--- config.mk ---
export PLATFORM = sky130hd
export DESIGN_NAME = ring_dma_output_buffering
export DESIGN_NICKNAME = d
export VERILOG_FILES = /design/src/ring_dma_pkg.sv /design/src/ring_dma_output_buffering.sv
export VERILOG_INCLUDE_DIRS = /design/src /design/src/src
export SDC_FILE = /design/constraint.sdc
export NUM_CORES = 2
export LEC_CHECK = 0
export ABC_CLOCK_PERIOD_IN_PS = 11900
export BUFFER_PORTS_ARGS = -buffer_cell sky130_fd_sc_hd__buf_2
export CORE_MARGIN = 2
export CORE_UTILIZATION = 35
export CTS_CLUSTER_SIZE = 25
export DETAILED_ROUTE_END_ITERATION = 10
export SLEW_MARGIN = 20
export SYNTH_ARGS = -nofsm -noshare
export SYNTH_HDL_FRONTEND = slang
export SYNTH_SLANG_ARGS = --single-unit
--- constraint.sdc ---
create_clock -name i_core_clk -period 11.9 [get_ports i_core_clk]
set_input_delay 1.785 -clock i_core_clk [delete_from_list [all_inputs] [get_ports i_core_clk]]
set_output_delay 1.785 -clock i_core_clk [all_outputs]
set_load 0.005 [all_outputs]
--- src/ring_dma_consts.svh ---
// Offsets, field positions, reset values and sizes of the ring-buffer DMA manager
`ifndef RING_DMA_CONSTS_SVH
`define RING_DMA_CONSTS_SVH
`define OFS_USER_AVAIL_LEN 8'hc8
`define OFS_USER_AVAIL_POS 8'hc9
`define OFS_CARD_RELEASE_LEN 8'hca
`define OFS_HW_OUT_BUF_SIZE 8'hd1
`define OFS_COMMAND 8'h10
`define OFS_CARD_MODE 8'h11
`define OFS_BUF_LENGTH 8'h12
`define OFS_NOTIFY_SIZE 8'h13
`define OFS_STATUS 8'h14
`define CMD_COMMIT_SETUP_BIT 0
`define CMD_DMA_START_BIT 1
`define CMD_DMA_WAIT_BIT 2
`define CMD_DMA_STOP_BIT 3
`define STS_RUNNING_BIT 0
`define STS_UNDERRUN_BIT 1
`define STS_WAITING_BIT 2
`define ONBOARD_MEM_BYTES 64'h0000_0000_0400_0000
`define HW_BUF_MIN_BYTES 64'h0000_0000_0000_0400
`define OUT_FIFO_BYTES 64'h0000_0000_0000_4000
`define NOTIFY_RESET 64'h0000_0000_0000_1000
`define BUF_LENGTH_RESET 64'h0000_0000_0001_0000
`endif

--- src/ring_dma_pkg.sv ---
// Types shared by the ring-buffer DMA manager
package ring_dma_pkg;
    typedef logic [63:0] len_t;
    typedef logic [7:0] reg_addr_t;
    typedef enum logic [1:0] {
        ST_IDLE = 2'b00,
        ST_RUN = 2'b01,
        ST_HALTED = 2'b10
    } run_state_e;
endpackage : ring_dma_pkg
--- src/ring_dma_output_buffering.sv ---
// Ring-buffer DMA manager with programmable on-board output buffering
//
// Notes on behaviour
// - Each crossed notify boundary announces another block
// - Release advances user position past released region
// - Positions wrap to zero at buffer length
// - Available length counts both wrapped portions
// - Wait completes on one block or error
// - Exchange runs forever while host keeps pace
// - Hardware buffer size defaults to installed memory
// - Hardware size: powers of two, 1k to memory
// - Output FIFO fixed at 16 kByte
// - At start: user zero, card full length
// - Underrun stops transfer and flags status
`timescale 1ns/1ps
`include "ring_dma_consts.svh"
module ring_dma_output_buffering (
    // Clock, reset, enable
    input wire logic i_core_clk,
    input wire logic i_rst_b,
    input wire logic i_clk_en,
    // Register port
    input wire logic i_reg_wr,
    input wire logic i_reg_rd,
    input wire ring_dma_pkg::reg_addr_t i_reg_addr,
    input wire ring_dma_pkg::len_t i_reg_wdata,
    output logic [63:0] o_reg_rdata,
    output logic o_reg_ack,
    // DMA engine and on-board memory
    input wire logic i_dma_beat,
    input wire ring_dma_pkg::len_t i_dma_beat_bytes,
    input wire ring_dma_pkg::len_t i_onboard_fill,
    input wire logic i_underrun,
    output logic o_dma_ready,
    output logic [63:0] o_card_pos,
    output logic [63:0] o_hw_buf_size,
    output logic [63:0] o_total_buffer_bytes,
    output logic o_wait_done
);
    import ring_dma_pkg::*;

    function automatic len_t wrap_add(input len_t pos, input len_t amt, input len_t len);
        len_t sum;
        sum = pos + amt;
        wrap_add = (sum >= len) ? sum - len : sum;
    endfunction : wrap_add

    function automatic logic size_ok(input len_t s);
        size_ok = (s != 64'h0) && ((s & (s - 64'h1)) == 64'h0)
            && (s >= `HW_BUF_MIN_BYTES) && (s <= `ONBOARD_MEM_BYTES);
    endfunction : size_ok

    run_state_e state_q, state_d;
    len_t user_len_q, user_len_d;
    len_t user_pos_q, user_pos_d;
    len_t card_len_q, card_len_d;
    len_t card_pos_q, card_pos_d;
    len_t acc_q, acc_d;
    len_t buf_len_q, notify_q;
    len_t hw_size_req_q, hw_size_q;
    len_t card_mode_q;
    logic underrun_q, waiting_q, wait_done_q;
    logic [63:0] rdata_q;
    logic ack_q, dma_ready_q;
    len_t total_q;

    // A strobe still held while its answer stands is the same request
    wire wr_take = i_reg_wr && !ack_q;
    wire rd_take = i_reg_rd && !ack_q;

    // Register decode
    wire wr_release = wr_take && (i_reg_addr == `OFS_CARD_RELEASE_LEN);
    wire wr_cmd = wr_take && (i_reg_addr == `OFS_COMMAND);
    wire cmd_commit = wr_cmd && i_reg_wdata[`CMD_COMMIT_SETUP_BIT];
    wire cmd_start = wr_cmd && i_reg_wdata[`CMD_DMA_START_BIT];
    wire cmd_wait = wr_cmd && i_reg_wdata[`CMD_DMA_WAIT_BIT];
    wire cmd_stop = wr_cmd && i_reg_wdata[`CMD_DMA_STOP_BIT];
    wire wr_hw_size = wr_take && (i_reg_addr == `OFS_HW_OUT_BUF_SIZE);
    wire hw_size_valid = size_ok(i_reg_wdata);
    wire cfg_open = (state_q != ST_RUN);
    wire running = (state_q == ST_RUN);

    // Transfer bookkeeping
    wire release_ok = wr_release && (i_reg_wdata <= user_len_q);
    wire len_t rel_amt = release_ok ? i_reg_wdata : 64'h0;
    wire beat_ok = running && i_dma_beat && (i_dma_beat_bytes <= card_len_q);
    wire len_t beat_amt = beat_ok ? i_dma_beat_bytes : 64'h0;
    wire len_t acc_sum = acc_q + beat_amt;
    wire crossed = (acc_sum >= notify_q);
    wire len_t block_amt = crossed ? notify_q : 64'h0;
    wire error_now = (state_q == ST_HALTED) || underrun_q;
    wire wait_met = (user_len_q >= notify_q) || error_now;

    always_comb begin
        state_d = state_q;
        user_len_d = user_len_q + block_amt - rel_amt;
        user_pos_d = wrap_add(user_pos_q, rel_amt, buf_len_q);
        card_len_d = card_len_q - beat_amt + rel_amt;
        card_pos_d = wrap_add(card_pos_q, beat_amt, buf_len_q);
        acc_d = acc_sum - block_amt;
        unique case (state_q)
            ST_IDLE: begin
                if (cmd_start) begin
                    state_d = ST_RUN;
                    user_len_d = 64'h0;
                    card_len_d = buf_len_q;
                    user_pos_d = 64'h0;
                    card_pos_d = 64'h0;
                    acc_d = 64'h0;
                end
            end
            ST_RUN: begin
                if (i_underrun) begin
                    state_d = ST_HALTED;
                end else if (cmd_stop) begin
                    state_d = ST_IDLE;
                end
            end
            ST_HALTED: begin
                if (cmd_stop) begin
                    state_d = ST_IDLE;
                end
            end
            default: begin
                state_d = ST_IDLE;
            end
        endcase
    end

    // Read mux
    wire [63:0] status_word = {61'h0, waiting_q, underrun_q, running};
    wire [63:0] rd_mux =
        (i_reg_addr == `OFS_USER_AVAIL_LEN) ? user_len_q :
        (i_reg_addr == `OFS_USER_AVAIL_POS) ? user_pos_q :
        (i_reg_addr == `OFS_HW_OUT_BUF_SIZE) ? hw_size_req_q :
        (i_reg_addr == `OFS_CARD_MODE) ? card_mode_q :
        (i_reg_addr == `OFS_BUF_LENGTH) ? buf_len_q :
        (i_reg_addr == `OFS_NOTIFY_SIZE) ? notify_q :
        (i_reg_addr == `OFS_STATUS) ? status_word : 64'h0;

    always_ff @(posedge i_core_clk or negedge i_rst_b) begin
        if (!i_rst_b) begin
            state_q <= ST_IDLE;
            user_len_q <= 64'h0;
            user_pos_q <= 64'h0;
            card_len_q <= 64'h0;
            card_pos_q <= 64'h0;
            acc_q <= 64'h0;
        end else if (i_clk_en) begin
            state_q <= state_d;
            user_len_q <= user_len_d;
            user_pos_q <= user_pos_d;
            card_len_q <= card_len_d;
            card_pos_q <= card_pos_d;
            acc_q <= acc_d;
        end
    end

    // Configuration, only while not running
    always_ff @(posedge i_core_clk or negedge i_rst_b) begin
        if (!i_rst_b) begin
            hw_size_req_q <= `ONBOARD_MEM_BYTES;
            hw_size_q <= `ONBOARD_MEM_BYTES;
            card_mode_q <= 64'h0;
            buf_len_q <= `BUF_LENGTH_RESET;
            notify_q <= `NOTIFY_RESET;
            total_q <= `ONBOARD_MEM_BYTES + `OUT_FIFO_BYTES;
        end else if (i_clk_en && cfg_open) begin
            if (wr_hw_size && hw_size_valid) begin
                hw_size_req_q <= i_reg_wdata;
            end
            if (cmd_commit) begin
                hw_size_q <= hw_size_req_q;
                total_q <= hw_size_req_q + `OUT_FIFO_BYTES;
            end
            if (wr_take && (i_reg_addr == `OFS_CARD_MODE)) begin
                card_mode_q <= i_reg_wdata;
            end
            if (wr_take && (i_reg_addr == `OFS_BUF_LENGTH) && (i_reg_wdata != 64'h0)) begin
                buf_len_q <= i_reg_wdata;
            end
            if (wr_take && (i_reg_addr == `OFS_NOTIFY_SIZE) && (i_reg_wdata != 64'h0)) begin
                notify_q <= i_reg_wdata;
            end
        end
    end

    // Status, wait handshake, bus answer
    always_ff @(posedge i_core_clk or negedge i_rst_b) begin
        if (!i_rst_b) begin
            underrun_q <= 1'b0;
            waiting_q <= 1'b0;
            wait_done_q <= 1'b0;
            rdata_q <= 64'h0;
            ack_q <= 1'b0;
            dma_ready_q <= 1'b0;
        end else if (i_clk_en) begin
            underrun_q <= (running && i_underrun)
                || (underrun_q && !(cmd_start && (state_q == ST_IDLE)));
            waiting_q <= (waiting_q || cmd_wait) && !wait_met;
            wait_done_q <= (waiting_q || cmd_wait) && wait_met;
            rdata_q <= rd_take ? rd_mux : 64'h0;
            ack_q <= rd_take || wr_take;
            // Follows the next state so an underrun drops it at once
            dma_ready_q <= (state_d == ST_RUN) && (card_len_d != 64'h0)
                && (i_onboard_fill < hw_size_q);
        end
    end

    assign o_reg_rdata = rdata_q;
    assign o_reg_ack = ack_q;
    assign o_dma_ready = dma_ready_q;
    assign o_card_pos = card_pos_q;
    assign o_hw_buf_size = hw_size_q;
    assign o_total_buffer_bytes = total_q;
    assign o_wait_done = wait_done_q;
endmodule : ring_dma_output_buffering

==> results_dict.tcl <==
set metrics [dict create \
    multi_input_area_um2 51000 \
    synth_mux_area_share_pct 3.93 \
    synth_top_family_by_area "compound AO/OA/AOI/OAI gates" \
    async_reset_ff_share_pct 100 \
    syn_to_final_growth_pct 26.4 \
    drt_pass1_iterations 11 \
    synth_edf_count 0 \
    hold_ws_ns 0.472 \
    comb_power_share_pct 72.5 \
    timing.final.ws_setup_ns -0.367 \
    reg2reg_depth 61 \
    path_clk_slew_ns 0.07 \
    syn_area_um2 72800 \
    wl_per_cell_um 24.5 \
    setup_viol 26 \
    yosysSeqAreaShare_pct 26.2 \
    synthFlopType "dfrtp_1" \
    slew_headroom_pct 12.2 \
    clock.fmax_mhz 81.5 \
    yosysMostFrequentCell "ha_1" \
    rsz0062_at_grt "yes" \
    seqPwrFrac_pct 14.7 \
    gr-total-overflow 0 \
    syn_area_per_cell_um2 8.48 \
    synth_nets 9755 \
    end_kind "register" \
    ios 466 \
    hold_viol 0 \
    clock_latency_ns 0.78 \
    drt_wl_total_um 315000 \
    worst_ep_required_time_ns 12.52 \
    synth-adder-area-share_pct 17.9 \
    powerDensity_nw_per_um2 279 \
    synthTopCellsByArea "dfrtp_1 (26%), ha_1 (14%), a21oi_1 (4.8%)" \
    dieArea_um2 212000 \
    die_height_um 460 \
    cp-start-kind "input pin" \
    total_leakage_power_nw 45.7 \
    die_x_um 460 \
    drt_iter0_drc 6864 \
    synth-simple-area-share_pct 14.8 \
    p_int_mw 13.6 \
    fillCellCount 20600 \
    synth_compound_area_share_pct 25.0 \
    row_count 167 \
    yosysUniqueCellTypes 104 \
    hold_path.class "register to register" \
    final_util_pct 44.5 \
    critPathTopFamily "compound AO/OA/AOI/OAI gates" \
    path_class "input pin to register" \
    cts.path.max_buffers 3 \
    grt_use_total_pct 28.8 \
    yosys_warnings 0 \
    crit_path_max_incr_delay_ns 0.45 \
    synth.top_cell.area_share_pct 26.0 \
    p_clk_share_pct 12.8 \
    drc 0 \
    p_sw_share_pct 47.0 \
    antenna_found_initial 53 \
    grt_max_degree 225 \
    period_minus_slack_ns 12.27 \
    via_per_inst 5.66 \
    place_inst 12600 \
    grt_pass1_wl_um 456000 \
    finalMaxSlewViolations 0 \
    worst_path_max_delay_cell "fa_1" \
    whs_path_depth 2 \
    floorplan.initialDensity_pct 35.2 \
    violations "setup timing" \
    outcome "complete, but fails checks" \
    yosys-top-cells-count "ha_1 (828), inv_1 (758), dfrtp_1 (755), nand2_1 (727), a21oi_1 (703)" \
    ys_ff_latch 761 \
    htree_levels 3 \
    clock-sinks 761 \
    path_common_cell "buf_4" \
    irDropWorstVdd_v 0.000160 \
    register_area_um2 19100 \
    post-dp-hpwl_um 257000 \
    crit_buf_inv 18 \
    dpl_worst_slack_ns -2.47 \
    instances_no_fill 12900 \
    ctsHoldBuffers 0 \
    cts_made_buffers 99 \
    root_buffer "clkbuf_16" \
    final_nets 11200 \
    grt_pass1_vias 70300 \
    p_sw_mw 12.1 \
    core_region_area_um2 207000 \
    min_period_over_period_pct 103 \
    worst-path-max-fanout 8 \
    yosys.area.top_type "dfrtp_1" \
    crit_arrival_ns 12.89 \
    ant_nets 0 \
    drive_above_1_share_pct 23.9 \
    routed-via-count 72700 \
    globalplace.congestion 1.01 \
    skew_ns 0.0314 \
    port-buffer-count 465 \
    postSynthCellCount 8588 \
    yosys.area_share.xor_xnor_pct 6.12 \
    maxCapViolCount 0 \
    path_depth 62 \
    cts_tree "yes" \
    tightest_slew_ns 1.32 \
]
==> cells in the final DEF, fill, tap and decap left out, types with 40 or more instances in the layout <==
master        n
fa_1        129
buf_2       463
nor3_1       90
nand4_1     170
o21bai_1     81
xor2_1      204
inv_1       755
nor2_1      445
nand2_1     714
and3_1       57
o211ai_1     50
o21a_1       66
ha_4         40
dfrtp_1     755
a22oi_1      46
a211oi_1     49
nand3_1     188
mux2i_1      43
buf_4      1239
o21ai_0     502
a21o_1      397
a31oi_1      73
o2bb2ai_1    96
nand2b_1     95
a22o_1      153
ha_1        783
a221oi_1     54
a221o_1      60
and2_1      129
mux2_2      216
clkbuf_16   102
a21oi_1     671
o22ai_1      70
xnor2_1     301
nor2b_1     102
==> layout make-up <==
cell class / instances / area share [%]
Antenna cell: 24 / 0.0653
Clock buffer: 139 / 3.09
Clock inverter: 43 / 0.694
Inverter: 758 / 3.10
Multi-Input combinational cell: 6688 / 55.4
Sequential cell: 761 / 20.7
Tap cell: 2704 / 3.68
Timing Repair Buffer: 1734 / 13.2
==> routing by layer <==
layer | vias to the layer above | track usage, % | part of all wire [%] | routed length, µm
met5 | - | 0 | 0.064 | 201
met4 | 30 | 19.4 | 8.0 | 25100
met3 | 716 | 5.48 | 7.1 | 22400
met2 | 2742 | 45.9 | 45 | 141000
met1 | 35200 | 35.3 | 40 | 126000
li1 | 34000 | - | - | -
==> per-stage QoR <==
step                      total power [mW]  instance area [µm²]  setup TNS (ns)
final                                 25.7                92000           -5.04
after global routing                  27.7                91900          -20.66
after CTS                             24.9                90900          -0.677
after detailed placement              21.1                86500         -139.41
after global placement                21.0                86500         -120.97
after floorplan                       14.7                72900               0
==> power by group through the flow <==
stage               sequential [mW]  combinational, mW  clock, mW
floorplan                      3.55               11.2          0
global placement               3.79               17.2          0
detailed placement             3.80               17.3          0
CTS                            3.76               17.7       3.36
global route                   3.82               20.4       3.45
finish                         3.77               18.6       3.30
==> cell families after synthesis <==
| family | after synthesis |
|---|---|
| adders and majority gates | 964 |
| AOI/OAI and AO/OA | 2735 |
| and+or+nand+nor | 2221 |
| DFF | 761 |
| buffers and inverters | 1139 |
| muxes | 259 |
| xor gates and xnor gates | 509 |
==> tightest hold or removal path, stage by stage, from the launching register on <==
cell and delay [ns]:
dfstp_2 0.37, inv_1 0.04, mux2i_1 0.05
==> path summary, 6_finish.rpt <==
kind                                             to                startpoint  slack (ns)
max                                  user_len_q[60]      i_dma_beat_bytes[63]       -0.37
min                        o_total_buffer_bytes[14]  o_total_buffer_bytes[14]        0.47
max reg2reg                          user_len_q[60]            card_len_q[54]        0.29
min reg2reg                o_total_buffer_bytes[14]  o_total_buffer_bytes[14]        0.47
max in group asynchronous            user_len_q[57]                   i_rst_b        8.76
min in group asynchronous          o_hw_buf_size[0]                   i_rst_b        1.01
==> timing repair <==
item / 4_1_cts / 5_1_grt
resized for setup: 141 / 158
setup endpoints to repair: 84 / 75
buffers inserted: 18 / 20
cloned: 0 / 3
pin swaps: 68 / 75
Note: power is estimated with default switching activity, not from simulation.
